## src/include/sdt_pkg.sv

```systemverilog
package sdt_pkg;
    // Register word offsets (byte addresses, 32-bit words)
    localparam logic [7:0] ADR_CTRL     = 8'h00;
    localparam logic [7:0] ADR_OUTEN    = 8'h04;
    localparam logic [7:0] ADR_FLAGS    = 8'h08;
    localparam logic [7:0] ADR_LCOUNT   = 8'h0C;
    localparam logic [7:0] ADR_HCOUNT   = 8'h10;
    localparam logic [7:0] ADR_LPERIOD  = 8'h14;
    localparam logic [7:0] ADR_HPERIOD  = 8'h18;
    localparam logic [7:0] ADR_LCMP     = 8'h1C;
    localparam logic [7:0] ADR_HCMP     = 8'h20;
    localparam logic [7:0] ADR_PORTOUT  = 8'h24;

    // Control word fields
    localparam int CTRL_SEL_LSB   = 0;
    localparam int CTRL_SPLIT_BIT = 4;
    localparam int CTRL_HIRES_BIT = 5;

    // Flag word fields
    localparam int FLG_LUNF_BIT   = 0;
    localparam int FLG_HUNF_BIT   = 1;
    localparam int FLG_CMP_LSB    = 4;

    localparam int CNT_W          = 8;
    localparam int NCH            = 4;
    localparam int PIN_W          = 8;
    localparam int SEL_W          = 4;
    localparam int PRE_W          = 10;

    localparam logic [7:0]  CNT_BOTTOM = 8'h00;
    localparam logic [3:0]  SEL_OFF    = 4'h0;
    localparam logic [31:0] RESET_WORD = 32'h0000_0000;

    // Prescaler tap for selections 1..7 (divide 1,2,4,8,64,256,1024)
    localparam logic [PRE_W-1:0] DIV_MASK [0:7] = '{
        10'h000, 10'h000, 10'h001, 10'h003,
        10'h007, 10'h03F, 10'h0FF, 10'h3FF};

    typedef enum logic [1:0] {
        SDT_IDLE = 2'b00,
        SDT_ACK  = 2'b01
    } sdt_bus_t;
endpackage : sdt_pkg

```

## src/verilog/sdt_counter.sv

```systemverilog
`timescale 1ns/1ns
`default_nettype none
// One 8-bit down-counter with four compare channels.
module sdt_counter
    import sdt_pkg::*;
(
    // Clock and reset
    input  wire logic                 clk_i,
    input  wire logic                 rst_i,
    // Control
    input  wire logic                 tick_i,
    input  wire logic                 wr_i,
    input  wire logic [CNT_W-1:0]     wr_val_i,
    input  wire logic [CNT_W-1:0]     period_i,
    input  wire logic [NCH*CNT_W-1:0] compare_value_i,
    // Status
    output logic [CNT_W-1:0]          count_value_o,
    output logic [NCH-1:0]            waveform_output_o,
    output logic                      underflow_o,
    output logic [NCH-1:0]            match_o
);
    logic [CNT_W-1:0] count_reg;
    logic [CNT_W-1:0] count_next;
    logic [NCH-1:0]   wave_reg;
    logic [NCH-1:0]   wave_next;
    logic [NCH-1:0]   match_now;

    genvar g;
    generate
        for (g = 0; g < NCH; g++) begin : g_cmp
            assign match_now[g] =
                count_reg == compare_value_i[g*CNT_W +: CNT_W];
        end
    endgenerate

    always_comb begin
        count_next = count_reg;
        wave_next  = wave_reg;
        if (wr_i) begin
            count_next = wr_val_i;
        end else if (tick_i) begin
            if (count_reg == CNT_BOTTOM) begin
                count_next = period_i;
            end else begin
                count_next = count_reg - 8'h01;
            end
        end
        // set on match, clear at bottom
        if (tick_i) begin
            if (count_reg == CNT_BOTTOM) begin
                wave_next = '0;
            end else begin
                wave_next = wave_reg | match_now;
            end
        end
    end

    always_ff @(posedge clk_i) begin
        if (rst_i) begin
            count_reg <= CNT_BOTTOM;
            wave_reg  <= '0;
        end else begin
            count_reg <= count_next;
            wave_reg  <= wave_next;
        end
    end

    assign count_value_o     = count_reg;
    assign waveform_output_o = wave_reg;
    assign underflow_o       = tick_i && !wr_i && count_reg == CNT_BOTTOM;
    assign match_o           = tick_i ? match_now : '0;
endmodule : sdt_counter
`default_nettype wire

```

## src/verilog/sdt_timer.sv

```systemverilog
`timescale 1ns/1ns
`default_nettype none
module sdt_timer
    import sdt_pkg::*;
(
    // Clock and reset
    input  wire logic             clk_i,
    input  wire logic             rst_i,
    // Wishbone slave
    input  wire logic             cyc_i,
    input  wire logic             stb_i,
    input  wire logic             we_i,
    input  wire logic [7:0]       adr_i,
    input  wire logic [3:0]       sel_i,
    input  wire logic [31:0]      dat_i,
    output logic [31:0]           dat_o,
    output logic                  ack_o,
    // Event system
    input  wire logic [7:0]       event_i,
    output logic [NCH-1:0]        cmp_event_o,
    output logic                  low_unf_event_o,
    output logic                  high_unf_event_o,
    output logic [NCH-1:0]        cmp_dma_req_o,
    // Port pins and high-resolution status
    output logic [PIN_W-1:0]      pin_o,
    output logic                  hires_active_o
);
    logic [SEL_W-1:0]     count_clock_select_reg, count_clock_select_next;
    logic                 split_reg, split_next;
    logic                 hires_reg, hires_next;
    logic [NCH-1:0]       low_compare_output_enable_reg, low_en_next;
    logic [NCH-1:0]       high_compare_output_enable_reg, high_en_next;
    logic [CNT_W-1:0]     lper_reg, lper_next;
    logic [CNT_W-1:0]     hper_reg, hper_next;
    logic [NCH*CNT_W-1:0] lcmp_reg, lcmp_next;
    logic [NCH*CNT_W-1:0] hcmp_reg, hcmp_next;
    logic [PIN_W-1:0]     portout_reg, portout_next;
    logic                 lunf_reg, lunf_next;
    logic                 hunf_reg, hunf_next;
    logic [NCH-1:0]       cmpf_reg, cmpf_next;
    logic [PRE_W-1:0]     pre_reg, pre_next;
    logic [31:0]          dat_reg, dat_next;
    sdt_bus_t             bus_reg, bus_next;

    logic                 tick;
    logic                 req;
    logic                 wr;
    logic                 low_counter_wr, high_counter_wr;
    logic [CNT_W-1:0]     low_counter, high_counter;
    logic [NCH-1:0]       lwave, hwave, lmatch;
    logic                 lunf, hunf;

    // Merge byte lanes of a write into an old word
    function automatic logic [31:0] merge(input logic [31:0] old,
                                          input logic [31:0] nw,
                                          input logic [3:0]  s);
        logic [31:0] r;
        r = old;
        for (int i = 0; i < 4; i++) begin
            if (s[i]) begin
                r[i*8 +: 8] = nw[i*8 +: 8];
            end
        end
        return r;
    endfunction : merge

    assign req = cyc_i && stb_i && bus_reg == SDT_IDLE;
    assign wr  = req && we_i;

    always_comb begin
        pre_next = pre_reg + 10'h001;
        tick     = 1'b0;
        if (count_clock_select_reg == SEL_OFF || !split_reg) begin
            tick = 1'b0;
        end else if (count_clock_select_reg[SEL_W-1]) begin
            tick = event_i[count_clock_select_reg[2:0]];
        end else begin
            tick = (pre_reg & DIV_MASK[count_clock_select_reg[2:0]]) == '0;
        end
    end

    // counters only tick in split mode; count writes load them in any mode
    assign low_counter_wr = wr && adr_i == ADR_LCOUNT && sel_i[0];
    assign high_counter_wr = wr && adr_i == ADR_HCOUNT && sel_i[0];

    sdt_counter u_low (
        .clk_i             (clk_i),
        .rst_i             (rst_i),
        .tick_i            (tick),
        .wr_i              (low_counter_wr),
        .wr_val_i          (dat_i[CNT_W-1:0]),
        .period_i          (lper_reg),
        .compare_value_i   (lcmp_reg),
        .count_value_o     (low_counter),
        .waveform_output_o (lwave),
        .underflow_o       (lunf),
        .match_o           (lmatch)
    );

    sdt_counter u_high (
        .clk_i             (clk_i),
        .rst_i             (rst_i),
        .tick_i            (tick),
        .wr_i              (high_counter_wr),
        .wr_val_i          (dat_i[CNT_W-1:0]),
        .period_i          (hper_reg),
        .compare_value_i   (hcmp_reg),
        .count_value_o     (high_counter),
        .waveform_output_o (hwave),
        .underflow_o       (hunf),
        .match_o           ()
    );

    always_comb begin
        logic [31:0] w;
        w = RESET_WORD;
        count_clock_select_next = count_clock_select_reg;
        split_next   = split_reg;
        hires_next   = hires_reg;
        low_en_next  = low_compare_output_enable_reg;
        high_en_next = high_compare_output_enable_reg;
        lper_next    = lper_reg;
        hper_next    = hper_reg;
        lcmp_next    = lcmp_reg;
        hcmp_next    = hcmp_reg;
        portout_next = portout_reg;
        dat_next     = dat_reg;
        bus_next     = SDT_IDLE;
        // Clear by writing one; a new event in the same cycle wins
        lunf_next = lunf_reg;
        hunf_next = hunf_reg;
        cmpf_next = cmpf_reg;
        if (wr && adr_i == ADR_FLAGS && sel_i[0]) begin
            lunf_next = lunf_reg & ~dat_i[FLG_LUNF_BIT];
            hunf_next = hunf_reg & ~dat_i[FLG_HUNF_BIT];
            cmpf_next = cmpf_reg & ~dat_i[FLG_CMP_LSB +: NCH];
        end
        lunf_next = lunf_next | lunf;
        hunf_next = hunf_next | hunf;
        cmpf_next = cmpf_next | lmatch;
        if (req) begin
            bus_next = SDT_ACK;
            if (adr_i == ADR_CTRL) begin
                w = merge({26'h0, hires_reg, split_reg,
                           count_clock_select_reg}, dat_i, sel_i);
            end else if (adr_i == ADR_OUTEN) begin
                w = merge({24'h0, high_compare_output_enable_reg,
                           low_compare_output_enable_reg}, dat_i, sel_i);
            end else if (adr_i == ADR_FLAGS) begin
                w = {24'h0, cmpf_reg, 2'b00, hunf_reg, lunf_reg};
            end else if (adr_i == ADR_LCOUNT) begin
                w = {24'h0, low_counter};
            end else if (adr_i == ADR_HCOUNT) begin
                w = {24'h0, high_counter};
            end else if (adr_i == ADR_LPERIOD) begin
                w = merge({24'h0, lper_reg}, dat_i, sel_i);
            end else if (adr_i == ADR_HPERIOD) begin
                w = merge({24'h0, hper_reg}, dat_i, sel_i);
            end else if (adr_i == ADR_LCMP) begin
                w = merge(lcmp_reg, dat_i, sel_i);
            end else if (adr_i == ADR_HCMP) begin
                w = merge(hcmp_reg, dat_i, sel_i);
            end else if (adr_i == ADR_PORTOUT) begin
                w = merge({24'h0, portout_reg}, dat_i, sel_i);
            end else begin
                w = RESET_WORD;
            end
            if (we_i) begin
                if (adr_i == ADR_CTRL) begin
                    count_clock_select_next = w[CTRL_SEL_LSB +: SEL_W];
                    split_next = w[CTRL_SPLIT_BIT];
                    hires_next = w[CTRL_HIRES_BIT];
                end else if (adr_i == ADR_OUTEN) begin
                    low_en_next  = w[NCH-1:0];
                    high_en_next = w[2*NCH-1:NCH];
                end else if (adr_i == ADR_LPERIOD) begin
                    lper_next = w[CNT_W-1:0];
                end else if (adr_i == ADR_HPERIOD) begin
                    hper_next = w[CNT_W-1:0];
                end else if (adr_i == ADR_LCMP) begin
                    lcmp_next = w;
                end else if (adr_i == ADR_HCMP) begin
                    hcmp_next = w;
                end else if (adr_i == ADR_PORTOUT) begin
                    portout_next = w[PIN_W-1:0];
                end
            end else begin
                dat_next = w;
            end
        end
    end

    always_ff @(posedge clk_i) begin
        if (rst_i) begin
            count_clock_select_reg         <= SEL_OFF;
            split_reg                      <= 1'b0;
            hires_reg                      <= 1'b0;
            low_compare_output_enable_reg  <= '0;
            high_compare_output_enable_reg <= '0;
            lper_reg                       <= CNT_BOTTOM;
            hper_reg                       <= CNT_BOTTOM;
            lcmp_reg                       <= RESET_WORD;
            hcmp_reg                       <= RESET_WORD;
            portout_reg                    <= '0;
            lunf_reg                       <= 1'b0;
            hunf_reg                       <= 1'b0;
            cmpf_reg                       <= '0;
            pre_reg                        <= '0;
            dat_reg                        <= RESET_WORD;
            bus_reg                        <= SDT_IDLE;
        end else begin
            count_clock_select_reg         <= count_clock_select_next;
            split_reg                      <= split_next;
            hires_reg                      <= hires_next;
            low_compare_output_enable_reg  <= low_en_next;
            high_compare_output_enable_reg <= high_en_next;
            lper_reg                       <= lper_next;
            hper_reg                       <= hper_next;
            lcmp_reg                       <= lcmp_next;
            hcmp_reg                       <= hcmp_next;
            portout_reg                    <= portout_next;
            lunf_reg                       <= lunf_next;
            hunf_reg                       <= hunf_next;
            cmpf_reg                       <= cmpf_next;
            pre_reg                        <= pre_next;
            dat_reg                        <= dat_next;
            bus_reg                        <= bus_next;
        end
    end

    assign ack_o = bus_reg == SDT_ACK;
    assign dat_o = dat_reg;

    // compare events and requests from low counter only; underflow events from both counters
    assign cmp_event_o      = lmatch;
    assign cmp_dma_req_o    = cmpf_reg;
    assign low_unf_event_o  = lunf;
    assign high_unf_event_o = hunf;

    genvar p;
    generate
        for (p = 0; p < NCH; p++) begin : g_pin
            assign pin_o[p] = low_compare_output_enable_reg[p] ?
                              lwave[p] : portout_reg[p];
            assign pin_o[p+NCH] = high_compare_output_enable_reg[p] ?
                                  hwave[p] : portout_reg[p+NCH];
        end
    endgenerate

    assign hires_active_o = hires_reg && split_reg;
endmodule : sdt_timer
`default_nettype wire
```

## config.mk

```make
export PLATFORM = sky130hd
export DESIGN_NAME = sdt_timer
export DESIGN_NICKNAME = d
export VERILOG_FILES = /design/src/include/sdt_pkg.sv /design/src/verilog/sdt_counter.sv /design/src/verilog/sdt_timer.sv
export SDC_FILE = /design/constraint.sdc
export NUM_CORES = 1
export LEC_CHECK = 0
export BUFFER_PORTS_ARGS = -buffer_cell sky130_fd_sc_hd__buf_2
export CORE_AREA = 2 2 161 163
export DETAILED_ROUTE_END_ITERATION = 7
export DIE_AREA = 0 0 163 165
export GPL_TIMING_DRIVEN = 0
export RECOVER_POWER = 25
export SETUP_SLACK_MARGIN = 0.4
export SKIP_CTS_REPAIR_TIMING = 1
export SYNTH_ARGS = -nofsm -noshare
export SYNTH_HDL_FRONTEND = slang
export SYNTH_HIERARCHICAL = 1
export SYNTH_SLANG_ARGS = --single-unit
```

## constraint.sdc

```tcl
create_clock -name clk_i -period 2.38 [get_ports clk_i]
set_input_delay 0 -clock clk_i [delete_from_list [all_inputs] [get_ports clk_i]]
set_output_delay 0 -clock clk_i [all_outputs]
set_load 0.01 [all_outputs]
```

==> metrics <==
outcome=complete, but fails checks; failing checks=hold timing, setup timing; Critical Path Start Type=register; RSZ-0062 raised after global routing=yes; Place WS=-0.812 ns; layout cell share with drive strength beyond 1=0.242; Static Leak=0.00446 uW; Setup WS post-layout=-0.200 ns; Worst Path Max Fanout=7; largest net degree at the start of global routing=19; I/O pin count=109; CP max stage delay=0.37 ns; Area Overhead vs Synth=28.8%; prevailing post-synth register cell=dfxtp_1; CTS buffer count=17; final net count=1474; number of placed instances, taps included=1666; clk_skew=0.0153 ns; maximum capacitance violations=0; GRT Overall Usage=0.298; Ys Warns=6; Post-synth EDFFs=0; Die Wd=163 microns; commonest non-fill, non-tap cell in the layout=dfxtp_1; Worst-Margin Slew=0.913 ns; Iter 0 DRT Violations=1065; Vias/cell=5.95; peak supply drop=0.365 mV; vias in the first global route=9372; TritonCTS clock tree=yes; IO buf count=107; die area=26900 sq um; kind of critical path=reg -> out; clock root cell=clkbuf_16; crit path capture type=primary output; DP HPWL=30.6 mm; CP arrival=2.58 ns; row cnt=58; vias post-DR=10.4k; mapped cell area=9940 sq um; final critical-path required period=2.58 ns; initial antenna violation count=0; CP top delay family=compound AO/OA/AOI/OAI gates; Setup-failing EPs final=18; critical path's slowest cell=o32a_1; GRT overflow=0; Hold WC Path Type=in -> reg; Gate Count Post-Synth=1228; fin area=12800 sq um; latest clock arrival within the worst-skew pair=0.45 ns; first-pass GRT wire length=59.1 mm; share of flip-flops with an asynchronous set or reset=0; Crit path required time=2.38 ns; Crit path buffers/inverters=3; synthesized flop and latch total=175; Slew HR=0.391; htree depth=4; Core Area=25000 sq um; Tcrit/Tclk final=1.08; antenna cell count=0; post-route ant nets=0; Util after Layout=0.511; final RePlAce weighted congestion=0.991; FMAX=388 MHz; starting density of the core=0.397; final cell count without fillers=1754; CTS clk-pin slew, worst paths=0.07 ns; synth unique cells=71; CP cell instances=buf_8, a21oi_2, nor2_1, o32a_1, a41oi_4, o21a_4, buf_6, nand2_4, nor3_4, buf_2; Seq/Total Area, Yosys=0.352; final slew viol count=0; placed cell areas=11100 sq um; syn_nets=1290; Post-Route WL=42.0 mm; First-pass DRT Iterations=6; Min Hold Slack=-0.0224 ns; clk sinks=175; PwrDens=496 nW/um^2; CTS Buffer Depth=2; WL per Instance=23.9 microns; Die H=165 microns; Post-route DRC=0; commonest non-fill, non-tap cells in the layout=dfxtp_1 (169), nor2_1 (146), nand2_1 (96); Hold Vio Cnt, Final=9; Mean Syn Cell Area=8.10 sq um
[synth_stat cells (all sizes together), types with 6 or more instances]
| cell type | n | area, sq um |
|---|---|---|
| mux2i | 33 | 330 |
| a221o | 6 | 60.1 |
| o211a | 7 | 70.1 |
| xnor2 | 70 | 613 |
| buf | 39 | 248 |
| and3 | 9 | 56.3 |
| a211oi | 96 | 721 |
| o21ai | 47 | 235 |
| nor4 | 10 | 92.6 |
| a21oi | 84 | 420 |
| nand3b | 12 | 90.1 |
| xor2 | 6 | 52.6 |
| inv | 28 | 105 |
| nor3b | 14 | 105 |
| or3b | 6 | 52.6 |
| o21a | 19 | 143 |
| nand3 | 26 | 140 |
| mux2 | 15 | 169 |
| clkbuf | 63 | 236 |
| nand4 | 10 | 62.6 |
| dfxtp | 175 | 3500 |
| a22oi | 7 | 52.6 |
| nor2 | 156 | 619 |
| nor3 | 42 | 240 |
| nand2 | 102 | 383 |
| and2 | 8 | 50.1 |
| nand2b | 29 | 181 |
| a31oi | 22 | 138 |
| o32ai | 14 | 123 |
| a221oi | 6 | 52.6 |
| o22ai | 11 | 68.8 |
[cells by family after synthesis]
logic type                 count (synthesis)  synth area share
DFF                                      175             0.352
xor gates and xnor gates                  76            0.0669
AOI/OAI and AO/OA                        345             0.232
buffers and inverters                    130            0.0593
adders and majority gates                  6           0.00730
and+or+nand+nor                          446             0.227
muxes                                     50            0.0547
[metal layers]
| metal | up-vias | GRT usage | share of wire |
|---|---|---|---|
| met5 | - | 0 | 0 |
| met4 | 0 | 0.113 | 0.041 |
| met3 | 105 | 0.0558 | 0.098 |
| met2 | 544 | 0.472 | 0.45 |
| met1 | 4981 | 0.402 | 0.42 |
| li1 | 4803 | - | - |
[layout make-up]
class	count	area, sq um
Clock inverter	14	148
Timing Repair Buffer	164	1010
Sequential cell	175	3510
Multi-Input combinational cell	924	6520
Inverter	28	105
Tap cell	330	413
Fill cell	2476	12200
Clock buffer	17	425
Buffer	102	673
[power by group]
group          internal (uW)  total, uW  switching (uW)
logic                    187        575             388
clock network           1390       2800            1410
registers               2960       2980            20.1
[worst min-delay path, stage by stage]
cell	delay (ns)
buf_2	0.07
a31oi_1	0.13
a211oi_2	0.17
[final timing paths]
check	startpoint	slack [ns]	cells past startpoint	to
worst min-delay path	dat_i[20]	-0.02	3	hcmp_reg[20]
worst min register to register	u_low/waveform_output_o[0]	0.47	1	u_low/waveform_output_o[0]
worst max register to register	count_clock_select_reg[0]	-0.14	10	u_high/count_value_o[3]
worst max-delay path	count_clock_select_reg[0]	-0.20	10	cmp_event_o[2]
[metrics by stage]
stage	power (uW)	TNS [ns]
finish	6350	-2.04
global route	6520	-3.05
CTS	6300	-24.34
detailed placement	3550	-56.85
global placement	3550	-79.04
floorplan	3320	0
Power figures use the tool's default switching activity.
